File: config.mk
export PLATFORM = sky130hd
export DESIGN_NAME = acls_audio_link_regs
export DESIGN_NICKNAME = d
export VERILOG_FILES = /design/src/rtl/acls_pkg.sv /design/src/rtl/acls_audio_link_regs.sv
export SDC_FILE = /design/constraint.sdc
export NUM_CORES = 1
export LEC_CHECK = 0
export BUFFER_PORTS_ARGS = -buffer_cell sky130_fd_sc_hd__buf_4
export CAP_MARGIN = 20
export CORE_MARGIN = 1
export CORE_UTILIZATION = 40
export DETAILED_ROUTE_END_ITERATION = 6
export GPL_TIMING_DRIVEN = 0
export PLACE_DENSITY = 0.61
export SYNTH_ARGS = -nofsm -noshare
export SYNTH_HDL_FRONTEND = slang
export SYNTH_SLANG_ARGS = --single-unit
export TNS_END_PERCENT = 5
File: constraint.sdc
create_clock -name clk -period 9.1 [get_ports clk]
set_clock_uncertainty 0.1 [all_clocks]
set_input_delay 1.82 -clock clk [delete_from_list [all_inputs] [get_ports clk]]
set_output_delay 1.82 -clock clk [all_outputs]
set_load 0.01 [all_outputs]
File: src/rtl/acls_pkg.sv
package acls_pkg;

    // ------------------------------------------------------------
    // Register map
    // ------------------------------------------------------------
    localparam logic [7:0] ACLS_ADDR_AUDIO_CFG   = 8'h55;
    localparam logic [7:0] ACLS_ADDR_LINK_STATUS = 8'h5a;

    localparam logic [7:0] ACLS_AUDIO_CFG_RESET  = 8'h0c;
    localparam logic [7:0] ACLS_AUDIO_CFG_WMASK  = 8'hcf;
    localparam logic [7:0] ACLS_STATUS_RESET     = 8'h00;
    localparam logic [7:0] ACLS_UNMAPPED_READ    = 8'h00;

    // ------------------------------------------------------------
    // Audio routing config fields
    // ------------------------------------------------------------
    localparam int ACLS_CFG_TDM_TO_PARALLEL   = 7;
    localparam int ACLS_CFG_HDMI_I2S_OUT      = 6;
    localparam int ACLS_CFG_FLUSH_ON_TYPE     = 3;
    localparam int ACLS_CFG_FLUSH_ON_AUD_SUM  = 2;
    localparam int ACLS_CFG_FLUSH_ON_VID_SUM  = 1;
    localparam int ACLS_CFG_FLUSH_ON_CLK_REGN = 0;

    // ------------------------------------------------------------
    // Downstream link status fields
    // ------------------------------------------------------------
    localparam int ACLS_STS_LINK_READY  = 7;
    localparam int ACLS_STS_TX_LOCKED   = 6;
    localparam int ACLS_STS_PORT_HI     = 5;
    localparam int ACLS_STS_PORT_LO     = 4;
    localparam int ACLS_STS_DATA_VALID  = 3;
    localparam int ACLS_STS_PLL_LOCK    = 2;
    localparam int ACLS_STS_NO_CLOCK    = 1;
    localparam int ACLS_STS_FREQ_SETTLE = 0;

    localparam logic [1:0] ACLS_PORT_NONE   = 2'h0;
    localparam logic [1:0] ACLS_PORT_SINGLE = 2'h1;

    // Audio source select: HDMI or local I2S pins
    localparam logic ACLS_SRC_HDMI  = 1'b0;
    localparam logic ACLS_SRC_LOCAL = 1'b1;

endpackage : acls_pkg

File: src/rtl/acls_audio_link_regs.sv
`timescale 1ns/100ps
`default_nettype none
// How it works
// - Config bit 7 set enables the TDM-to-parallel audio converter.
// - With conversion on, link audio advances on the converter's clock.
// - Config bit 6 set drives received HDMI I2S audio onto the I2S pins.
// - HDMI I2S output is ignored unless audio source selects HDMI.
// - Config bit 3 set flushes audio FIFO when audio type changes.
// - Config bit 2 set flushes audio FIFO when audio infoframe checksum changes.
// - Config bit 1 set flushes audio FIFO when video infoframe checksum changes.
// - Config bit 0 set flushes audio FIFO when regeneration N or CTS changes.
// - Status bit 7 only once downstream connection valid and capabilities known.
// - Status bit 6 means transmitter active and far receiver locked.
// - Status bit 6 needs valid input and a correct port mode first.
// - Bits 5:4 report port mode while bit 6 set; 01 is single port 0.
// - Status bit 3 set while valid TMDS data is recovered.
// - Status bit 2 set while HDMI PLL is locked.
// - Status bit 0 set once input clock frequency is stable.
// - Audio source 0 sends HDMI audio, 1 sends local I2S pin audio.
module acls_audio_link_regs
    import acls_pkg::*;
#(
    parameter int SAMPLE_W   = 32,
    parameter int FIFO_DEPTH = 8,
    parameter int TYPE_W     = 4,
    parameter int SUM_W      = 8,
    parameter int ACR_W      = 20
)(
    input  wire logic                clk,                 // Core clock, 125 MHz
    input  wire logic                rst_n,               // Synchronous reset
    // Register port
    input  wire logic [7:0]          reg_addr,            // Register offset
    input  wire logic                reg_wr_en,           // Write strobe
    input  wire logic [7:0]          reg_wdata,           // Write data
    input  wire logic                reg_rd_en,           // Read strobe
    output logic      [7:0]          reg_rdata,           // Read data
    output logic                     reg_rd_valid,        // Read data valid
    // Audio source select from bridge config
    input  wire logic                audio_source_sel,    // 0 HDMI, 1 local
    // HDMI packet events
    input  wire logic                audio_type_valid,    // New audio type seen
    input  wire logic [TYPE_W-1:0]   audio_type,          // Audio type code
    input  wire logic                aud_frame_valid,     // Audio infoframe seen
    input  wire logic [SUM_W-1:0]    aud_frame_sum,       // Its checksum
    input  wire logic                vid_frame_valid,     // Video infoframe seen
    input  wire logic [SUM_W-1:0]    vid_frame_sum,       // Its checksum
    input  wire logic                clk_regen_valid,     // Regeneration packet seen
    input  wire logic [ACR_W-1:0]    clk_regen_n,         // N field
    input  wire logic [ACR_W-1:0]    clk_regen_cts,       // CTS field
    // Audio samples
    input  wire logic                hdmi_sample_valid,   // HDMI I2S sample strobe
    input  wire logic [SAMPLE_W-1:0] hdmi_sample_data,    // HDMI I2S sample
    input  wire logic                local_sample_valid,  // Local pin sample strobe
    input  wire logic [SAMPLE_W-1:0] local_sample_data,   // Local pin sample
    input  wire logic                tdm_conv_tick,       // Converter clock tick
    input  wire logic                link_audio_ready,    // Link takes a sample
    output logic                     tdm_conv_en,         // Converter enable
    output logic                     link_audio_valid,    // Sample to link
    output logic      [SAMPLE_W-1:0] link_audio_data,     // Sample data to link
    output logic                     audio_fifo_flush,    // FIFO flushed this cycle
    output logic                     i2s_out_en,          // I2S pins driven
    output logic                     i2s_out_valid,       // I2S out sample strobe
    output logic      [SAMPLE_W-1:0] i2s_out_data,        // I2S out sample
    // Link and receiver state
    input  wire logic                link_caps_known,     // Connection and caps found
    input  wire logic                tx_active,           // Serial transmitter on
    input  wire logic                rx_locked,           // Far receiver locked
    input  wire logic                input_detected,      // Valid input seen
    input  wire logic [1:0]          port_mode,           // Entered port mode
    input  wire logic                input_data_valid,    // TMDS data recovered
    input  wire logic                hdmi_pll_locked,     // HDMI PLL lock
    input  wire logic                tmds_clk_present,    // Input clock present
    input  wire logic                input_freq_settled   // Frequency stable
);

    localparam int PTR_W = $clog2(FIFO_DEPTH);

    // ------------------------------------------------------------
    // Audio routing config register
    // ------------------------------------------------------------
    logic [7:0] audio_routing_config_reg;
    logic       cfg_write;

    // Shared by the write strobe and the read mux
    function automatic logic hits_cfg(input logic [7:0] addr);
        return addr == ACLS_ADDR_AUDIO_CFG;
    endfunction : hits_cfg

    assign cfg_write = reg_wr_en && hits_cfg(reg_addr);

    // Status register is read-only: no write path exists
    always_ff @(posedge clk)
    begin
        if (!rst_n)
            audio_routing_config_reg <= ACLS_AUDIO_CFG_RESET;
        else if (cfg_write)
            audio_routing_config_reg <= reg_wdata & ACLS_AUDIO_CFG_WMASK;
    end

    logic tdm_on;
    logic i2s_fwd;
    assign tdm_on  = audio_routing_config_reg[ACLS_CFG_TDM_TO_PARALLEL];
    assign i2s_fwd = audio_routing_config_reg[ACLS_CFG_HDMI_I2S_OUT]
                     && (audio_source_sel == ACLS_SRC_HDMI);

    // ------------------------------------------------------------
    // Change detection on HDMI packet fields
    // ------------------------------------------------------------
    logic [TYPE_W-1:0]  last_type_reg;
    logic [SUM_W-1:0]   last_aud_sum_reg;
    logic [SUM_W-1:0]   last_vid_sum_reg;
    logic [ACR_W-1:0]   last_n_reg;
    logic [ACR_W-1:0]   last_cts_reg;
    logic [3:0]         seen_reg;
    logic               type_chg;
    logic               aud_chg;
    logic               vid_chg;
    logic               acr_chg;
    logic               flush_next;

    // First packet after reset only records, a change needs a previous value
    assign type_chg = audio_type_valid && seen_reg[0] && (audio_type != last_type_reg);
    assign aud_chg  = aud_frame_valid && seen_reg[1] && (aud_frame_sum != last_aud_sum_reg);
    assign vid_chg  = vid_frame_valid && seen_reg[2] && (vid_frame_sum != last_vid_sum_reg);
    assign acr_chg  = clk_regen_valid && seen_reg[3]
                      && ((clk_regen_n != last_n_reg) || (clk_regen_cts != last_cts_reg));

    always_ff @(posedge clk)
    begin
        if (!rst_n)
        begin
            last_type_reg    <= '0;
            last_aud_sum_reg <= '0;
            last_vid_sum_reg <= '0;
            last_n_reg       <= '0;
            last_cts_reg     <= '0;
            seen_reg         <= 4'h0;
        end
        else
        begin
            if (audio_type_valid)
            begin
                last_type_reg <= audio_type;
                seen_reg[0]   <= 1'b1;
            end
            if (aud_frame_valid)
            begin
                last_aud_sum_reg <= aud_frame_sum;
                seen_reg[1]      <= 1'b1;
            end
            if (vid_frame_valid)
            begin
                last_vid_sum_reg <= vid_frame_sum;
                seen_reg[2]      <= 1'b1;
            end
            if (clk_regen_valid)
            begin
                last_n_reg   <= clk_regen_n;
                last_cts_reg <= clk_regen_cts;
                seen_reg[3]  <= 1'b1;
            end
        end
    end

    always_comb
    begin
        flush_next = 1'b0;
        if (type_chg && audio_routing_config_reg[ACLS_CFG_FLUSH_ON_TYPE])
            flush_next = 1'b1;
        if (aud_chg && audio_routing_config_reg[ACLS_CFG_FLUSH_ON_AUD_SUM])
            flush_next = 1'b1;
        if (vid_chg && audio_routing_config_reg[ACLS_CFG_FLUSH_ON_VID_SUM])
            flush_next = 1'b1;
        if (acr_chg && audio_routing_config_reg[ACLS_CFG_FLUSH_ON_CLK_REGN])
            flush_next = 1'b1;
    end

    always_ff @(posedge clk)
    begin
        if (!rst_n)
            audio_fifo_flush <= 1'b0;
        else
            audio_fifo_flush <= flush_next;
    end

    // ------------------------------------------------------------
    // Audio FIFO toward the downstream link
    // ------------------------------------------------------------
    logic [SAMPLE_W-1:0] fifo_mem [FIFO_DEPTH];
    logic [PTR_W-1:0]    wr_ptr_reg;
    logic [PTR_W-1:0]    rd_ptr_reg;
    logic [PTR_W:0]      count_reg;
    logic                src_valid;
    logic [SAMPLE_W-1:0] src_data;
    logic                push;
    logic                pop;
    logic                out_free;
    logic                advance;

    // Source choice for link audio
    assign src_valid = (audio_source_sel == ACLS_SRC_LOCAL) ? local_sample_valid
                                                            : hdmi_sample_valid;
    assign src_data  = (audio_source_sel == ACLS_SRC_LOCAL) ? local_sample_data
                                                            : hdmi_sample_data;

    // With TDM on, samples leave only on the converter's clock
    assign advance  = tdm_on ? tdm_conv_tick : 1'b1;
    assign out_free = !link_audio_valid || link_audio_ready;
    // Full FIFO or a flush cycle drops the incoming sample
    assign push     = src_valid && (count_reg != FIFO_DEPTH[PTR_W:0]) && !flush_next;
    assign pop      = (count_reg != '0) && out_free && advance && !flush_next;

    always_ff @(posedge clk)
    begin
        if (push)
            fifo_mem[wr_ptr_reg] <= src_data;
    end

    always_ff @(posedge clk)
    begin
        if (!rst_n || flush_next)
        begin
            wr_ptr_reg <= '0;
            rd_ptr_reg <= '0;
            count_reg  <= '0;
        end
        else
        begin
            if (push)
                wr_ptr_reg <= (wr_ptr_reg == PTR_W'(FIFO_DEPTH - 1)) ? '0 : wr_ptr_reg + 1'b1;
            if (pop)
                rd_ptr_reg <= (rd_ptr_reg == PTR_W'(FIFO_DEPTH - 1)) ? '0 : rd_ptr_reg + 1'b1;
            if (push && !pop)
                count_reg <= count_reg + 1'b1;
            else if (pop && !push)
                count_reg <= count_reg - 1'b1;
        end
    end

    // Sample holds until the link takes it or a flush clears it
    always_ff @(posedge clk)
    begin
        if (!rst_n || flush_next)
        begin
            link_audio_valid <= 1'b0;
            link_audio_data  <= '0;
        end
        else if (pop)
        begin
            link_audio_valid <= 1'b1;
            link_audio_data  <= fifo_mem[rd_ptr_reg];
        end
        else if (link_audio_ready)
            link_audio_valid <= 1'b0;
    end

    always_ff @(posedge clk)
    begin
        if (!rst_n)
            tdm_conv_en <= 1'b0;
        else
            tdm_conv_en <= tdm_on;
    end

    // ------------------------------------------------------------
    // HDMI I2S output pins
    // ------------------------------------------------------------
    always_ff @(posedge clk)
    begin
        if (!rst_n)
        begin
            i2s_out_en    <= 1'b0;
            i2s_out_valid <= 1'b0;
            i2s_out_data  <= '0;
        end
        else
        begin
            i2s_out_en    <= i2s_fwd;
            i2s_out_valid <= i2s_fwd && hdmi_sample_valid;
            if (i2s_fwd && hdmi_sample_valid)
                i2s_out_data <= hdmi_sample_data;
        end
    end

    // ------------------------------------------------------------
    // Downstream link status register
    // ------------------------------------------------------------
    logic [7:0] downstream_link_status_reg;
    logic [7:0] status_next;
    logic       tx_ok;

    assign tx_ok = tx_active && rx_locked && input_detected
                   && (port_mode != ACLS_PORT_NONE);

    // Port field reads 00 unless transmit status is set
    always_comb
    begin
        status_next = ACLS_STATUS_RESET;
        status_next[ACLS_STS_LINK_READY]   = link_caps_known;
        status_next[ACLS_STS_TX_LOCKED]    = tx_ok;
        if (tx_ok)
            status_next[ACLS_STS_PORT_HI:ACLS_STS_PORT_LO] = port_mode;
        status_next[ACLS_STS_DATA_VALID]   = input_data_valid;
        status_next[ACLS_STS_PLL_LOCK]     = hdmi_pll_locked;
        status_next[ACLS_STS_NO_CLOCK]     = !tmds_clk_present;
        status_next[ACLS_STS_FREQ_SETTLE]  = input_freq_settled;
    end

    always_ff @(posedge clk)
    begin
        if (!rst_n)
            downstream_link_status_reg <= ACLS_STATUS_RESET;
        else
            downstream_link_status_reg <= status_next;
    end

    // ------------------------------------------------------------
    // Register read path
    // ------------------------------------------------------------
    // Read data holds until the next read
    always_ff @(posedge clk)
    begin
        if (!rst_n)
        begin
            reg_rdata    <= ACLS_UNMAPPED_READ;
            reg_rd_valid <= 1'b0;
        end
        else
        begin
            reg_rd_valid <= reg_rd_en;
            if (reg_rd_en)
            begin
                if (hits_cfg(reg_addr))
                    reg_rdata <= audio_routing_config_reg;
                else if (reg_addr == ACLS_ADDR_LINK_STATUS)
                    reg_rdata <= downstream_link_status_reg;
                else
                    reg_rdata <= ACLS_UNMAPPED_READ;
            end
        end
    end

endmodule : acls_audio_link_regs
`default_nettype wire

==> results of run 1 <==
-- metal layers --
metal  vias up  wire [um]
li1       4817          -
met1      5046      17020
met2       284      20590
met3        65       3957
met4         4       1055
met5         -         34
-- power groups by stage --
stage | combinational (mW) | sequential (mW) | clock (mW)
3_3_place_gp | 1.24 | 2.31 | 0
2_1_floorplan | 0.791 | 2.32 | 0
4_1_cts | 1.28 | 2.26 | 1.86
6_report | 1.25 | 2.26 | 1.81
3_5_place_dp | 1.27 | 2.30 | 0
5_1_grt | 1.37 | 2.28 | 1.94
-- worst max path at each step --
stage	to	slack [ns]	from
after floorplan	fifo_mem[0][0]	2.35	clk_regen_n[16]
after CTS	fifo_mem[1][15]	4.45	clk_regen_n[8]
after detailed placement	fifo_mem[1][15]	3.85	clk_regen_n[8]
final	fifo_mem[1][12]	4.54	clk_regen_n[9]
after global placement	fifo_mem[0][23]	-1.79	clk_regen_n[8]
after global routing	count_reg[3]	4.33	audio_source_sel
-- stage by stage --
step           power, mW  TNS (ns)  hold slack, ns    util  instance area (um^2)
2_1_floorplan      3.106         0          0.3403       -                 16980
3_3_place_gp       3.549   -273.05          0.3471  0.4625                 19400
3_5_place_dp       3.575         0          0.3545  0.4718                 19790
4_1_cts            5.398         0          0.3670  0.5070                 21270
5_1_grt            5.581         0          0.3812  0.5070                 21270
6_report           5.322         0          0.3650  0.5071                 21270
-- area by class of cell --
class / count / area, um^2
Antenna cell: 1 / 2.502
Buffer: 66 / 296.5
Clock buffer: 66 / 1331
Clock inverter: 20 / 147.6
Fill cell: 3627 / 20680
Inverter: 3 / 11.26
Multi-Input combinational cell: 624 / 5713
Sequential cell: 422 / 11010
Tap cell: 539 / 674.4
Timing Repair Buffer: 272 / 2083
-- worst max-delay path, stage by stage --
cell	delay, ns
buf_4	0.12
xor2_1	0.13
nor4_1	0.39
nand4_1	0.25
nor4_4	0.37
o21ai_2	0.17
buf_6	0.17
nor4_2	0.64
buf_4	0.31
buf_4	0.20
buf_6	0.15
-- Yosys cell counts, drive strengths merged (32+ instances only) --
master / count
xor2: 33
mux2i: 97
dfxtp: 166
a21boi: 38
a211oi: 32
mux2: 32
mux4: 64
edfxtp: 256
nand2: 79
nor2: 52
nor2b: 62
clkbuf: 43
-- kinds of logic after synthesis --
| logic type | share of synthesized area |
|---|---|
| compound gates | 0.05341 |
| xor+xnor | 0.03301 |
| fa+ha+maj | 0.006336 |
| buf+inv | 0.01812 |
| flops | 0.6483 |
| mux | 0.1633 |
| simple gates | 0.07751 |
==> out/summary.txt, run 1 <==
clock root buffer = clkbuf_16
WP data required = 9.29 ns
number of synthesized flops with an enable pin = 256
Min-Delay Path Class = reg -> reg
relative slew slack = 0.2642
worst vdd ir = 0.1675 mV
Syn Nets = 1,286
Synth Cell Area = 16,980 um^2
# hold bufs at CTS = 0
pre-CTS setup slack = 3.853 ns
Final Setup Violations = 0
Clk pwr share = 0.340
clk_lat worst skew = 0.58 ns
hold path cells = 2
startpoint types = input pin
commonest non-fill, non-tap cell in the layout = buf_4
I/O pin total = 241
chip height = 208.1 um
register area share after synthesis = 0.6483
max_cap viols = 0
wire per inst = 21.19 um
Critical Path AT = 4.74 ns
Final Cycle Share = 0.5011
CTS tree = yes
met3 Usage GRT = 0.08453
Num CTS Buffers = 46
Reg power frac = 0.425
Slew Viols, Final = 0
CP Class = in -> reg
Slew @ Worst Pin = 1.104 ns
Synth Instances = 1,115
final setup margin = 4.540 ns
minimum clock period = 4.560 ns
clk sink count = 422
f_max = 219.3 MHz
# H-tree levels = 2
post-DP HPWL = 30.95 mm
Lkg Pwr = 7.777 nW
vias per std cell = 5.075
Longest Clk Path Bufs = 3
DRT antenna net count = 0
Hold Crit Start = i2s_out_data[10]
ratio of cells with drive above 1 in the final layout = 0.3360
die area = 43,280 um^2
Power Density = 250.2 nW/um^2
status = completed
routed vias = 10.22k
post-synthesis register bit count = 422
length of the first detailed-routing pass in iterations = 4
R2R Path End = fifo_mem[1][12]
WHS Endpoint = i2s_out_data[10]
Largest Register = fifo_mem
Worst Path Max Fanout = 10
die width = 208.1 um
Setup Fix Bufs, Post-CTS = 0
max reg flops = 256
# rows = 75
P_sw = 1.523 mW
DRT Wirelength = 42.66 mm
Top FF cell, synth = edfxtp_1
Reg2Reg Depth = 10
Synth async-reset ratio = 0
Synth area leader = edfxtp_1
top cell type's share of synthesized area = 0.4527
post-synth cell types = 44
power share of the combinational group = 0.235
Starting Density = 0.4049
Reg2Reg Launch Point = last_n_reg[9]
most used routing layer = met2
average size of a mapped cell = 15.23 um^2
placed insts = 1,926
Syn. warnings = 0
Core ar. = 41,950 um^2
P_int = 3.799 mW
clock slew at reported path FFs = 0.06 ns
initial antenna violation count = 2
largest net degree at the start of global routing = 15
Final Instance Count excl. Fillers = 2,013
top flop regs = fifo_mem (256), i2s_out_data (32), link_audio_data (32)
gr ovfl total = 0
number of global-route vias before repair = 10.75k
first-pass GRT wire length = 65.03 mm
R2R setup slack = 5.57 ns
Starting DRT DRC Count = 525
Final nets = 1,606
Port-buffer cells = 232
most frequent cells in the layout = buf_4 (261), edfxtp_1 (256), dfxtp_1 (166)
Hold Violations, Final = 0
Worst setup EP type = flop
top post-synthesis cells by area = edfxtp_1 (45%), dfxtp_1 (20%), mux4_2 (8.5%)
RSZ-0062 raised after global routing = no
met1 Use GR = 0.2350
grt met2 use = 0.3357
Tot GR Track Use = 0.2007
DRC = 0
GPL Wtd Cong = 0.7607
switching portion of total power = 0.2862
area grow syn2layout = 25.25%
post_cts resized = 0
Note: power is estimated with default switching activity, not from simulation.
==> run 2, diff against run 1 <==
--- a/config.mk
+++ b/config.mk
@@ -11,7 +11,7 @@
 export CORE_UTILIZATION = 40
 export DETAILED_ROUTE_END_ITERATION = 6
 export GPL_TIMING_DRIVEN = 0
-export PLACE_DENSITY = 0.61
+export PLACE_DENSITY = 0.63
 export SYNTH_ARGS = -nofsm -noshare
 export SYNTH_HDL_FRONTEND = slang
 export SYNTH_SLANG_ARGS = --single-unit
==> constraint.sdc (replaced) <==
create_clock -name clk -period 3.77 [get_ports clk]
set_clock_uncertainty 0.1 [all_clocks]
set_input_delay 0.754 -clock clk [delete_from_list [all_inputs] [get_ports clk]]
set_output_delay 0.754 -clock clk [all_outputs]
set_load 0.01 [all_outputs]
==> out/summary.txt, run 2 (synthesis gave the netlist of run 1 again) <==
status = completed
Lkg Pwr = 7.790 nW (+0.17%)
Hold Crit Start = tmds_clk_present
Final Cycle Share = 0.9319
fill count = 3,563 (-1.8%)
Starting DRT DRC Count = 581 (+11%)
WP data required = 4.14 ns (-5.15 ns)
initial antenna violation count = 2 (unchanged)
# H-tree levels = 2 (unchanged)
area grow syn2layout = 26.32%
die width = 208.1 um (unchanged)
die area = 43,280 um^2 (unchanged)
f_max = 284.6 MHz
most frequent cells in the layout = edfxtp_1 (256), buf_4 (232), dfxtp_1 (166)
Worst setup EP type = flop
I/O pin total = 241 (unchanged)
clock root buffer = clkbuf_16
DRC = 0 (unchanged)
Reg power frac = 0.417 (-0.008)
Power Density = 610.6 nW/um^2 (+140%)
worst vdd ir = 0.3851 mV (+130%)
R2R Path End = count_reg[3]
Slew @ Worst Pin = 1.059 ns (-0.04506 ns)
minimum clock period = 3.513 ns
Starting Density = 0.4049 (unchanged)
Final Instance Count excl. Fillers = 2,001 (-0.60%)
Tot GR Track Use = 0.2001 (-0.0006461)
Setup Fix Bufs, Post-CTS = 0 (unchanged)
Worst Path Max Fanout = 10 (unchanged)
RSZ-0062 raised after global routing = no
GPL Wtd Cong = 0.7396 (-2.8%)
clk sink count = 422 (unchanged)
Longest Clk Path Bufs = 3 (unchanged)
hold path cells = 2 (unchanged)
length of the first detailed-routing pass in iterations = 7 (+3)
first-pass GRT wire length = 64.94 mm (-0.15%)
max reg flops = 256 (unchanged)
WHS Endpoint = downstream_link_status_reg[1]
Final nets = 1,593 (-0.81%)
largest net degree at the start of global routing = 15 (unchanged)
clk_lat worst skew = 0.58 ns (about the same)
Num CTS Buffers = 46 (unchanged)
commonest non-fill, non-tap cell in the layout = edfxtp_1
number of global-route vias before repair = 10.89k (+1.3%)
CP Class = reg -> reg
relative slew slack = 0.2942 (+0.03004)
Min-Delay Path Class = in -> reg
top flop regs = fifo_mem (256), i2s_out_data (32), link_audio_data (32)
Slew Viols, Final = 0 (unchanged)
final setup margin = 0.2569 ns (-4.283 ns)
routed vias = 10.29k (+0.73%)
area of the multi-input gates = 5781 um^2 (+1.2%)
DRT Wirelength = 42.41 mm (-0.58%)
Critical Path AT = 3.88 ns (-0.86 ns)
Port-buffer cells = 232 (unchanged)
Core ar. = 41,950 um^2 (unchanged)
switching portion of total power = 0.2827 (-0.003522)
power share of the combinational group = 0.232 (-0.003)
P_int = 9.396 mW (+150%)
Util after Layout = 0.5114 (+0.004355)
DRT antenna net count = 0 (unchanged)
vias per std cell = 5.143 (+1.3%)
startpoint types = flop
ratio of cells with drive above 1 in the final layout = 0.3288 (-0.007282)
Clk pwr share = 0.351 (+0.011)
clock slew at reported path FFs = 0.06 ns (about the same)
P_sw = 3.702 mW (+140%)
Final Setup Violations = 0 (unchanged)
Reg2Reg Depth = 16 (+6)
post-DP HPWL = 30.60 mm (-1.2%)
R2R setup slack = 0.26 ns (-5.31 ns)
placed insts = 1,913 (-0.67%)
FF/Latch Area = 11,010 um^2 (unchanged)
Hold Violations, Final = 0 (unchanged)
Reg2Reg Launch Point = last_cts_reg[9]
# hold bufs at CTS = 0 (unchanged)
CTS tree = yes
wire per inst = 21.20 um (about the same)
gr ovfl total = 0 (unchanged)
pre-CTS setup slack = -0.4675 ns (-4.321 ns)
chip height = 208.1 um (unchanged)
Largest Register = fifo_mem
max_cap viols = 0 (unchanged)
# rows = 75 (unchanged)
Final Total Pwr = 13.10 mW (+150%)
[run 2: critical path, stage by stage, from the launching register on]
cell	delay (ns)
dfxtp_1	0.32
xor2_1	0.16
nor4_1	0.39
nand4_1	0.27
nor4_4	0.37
o21ai_2	0.18
buf_6	0.20
nor2_1	0.12
ha_1	0.20
inv_1	0.09
ha_1	0.28
a21o_1	0.18
a21oi_1	0.17
xnor2_1	0.13
nor2_1	0.07
xnor2_1	0.14
nor2_1	0.05
[run 2: how the worst max path moves through the flow]
stage                                 from  cells past startpoint         endpoint  slack [ns]
final                      last_cts_reg[9]                     16     count_reg[3]        0.26
after CTS                 audio_source_sel                     14     count_reg[3]        0.14
after global placement      clk_regen_n[8]                      8  fifo_mem[2][15]       -3.09
after floorplan            clk_regen_n[16]                      7   fifo_mem[5][0]       -0.46
after detailed placement  audio_source_sel                     14     count_reg[3]       -0.47
after global routing      last_cts_reg[12]                     16     count_reg[3]        0.02
[run 2: final cells by class]
cell class | count | area share
inverter | 3 | 0.0005249
buffer | 66 | 0.01388
clock buffer | 60 | 0.05774
antenna | 2 | 0.0002333
tap | 539 | 0.03144
timing repair buffer | 259 | 0.09915
clock inverter | 26 | 0.01435
sequential | 422 | 0.5132
multi-input combinational | 624 | 0.2695
[run 2: per-stage QoR]
step,setup TNS [ns],area (um^2),hold slack [ns]
after floorplan,-99.42,17030,0.3403
after global placement,-730.48,19450,0.3467
after detailed placement,-16.05,19900,0.3583
after CTS,0,21450,0.2032
after global routing,0,21450,0.2229
final,0,21450,0.2352
[run 2: layer usage]
metal,routed length (um),global-route usage
met5,13,0
met4,895,0.05211
met3,3525,0.06219
met2,20170,0.3268
met1,17810,0.2583
[run 2: what timing repair did]
item	4_1_cts	5_1_grt
endpoints found under the setup margin	0	1
endpoints found under the hold margin	0	0
gates resized for setup	0	2
[run 2: power by group through the flow]
stage	Clock (mW)	Sequential (mW)	Combinational (mW)
after floorplan	0	5.58	1.92
after global placement	0	5.56	3.00
after detailed placement	0	5.56	3.10
after CTS	4.72	5.46	3.11
after global routing	4.90	5.50	3.33
final	4.60	5.46	3.04
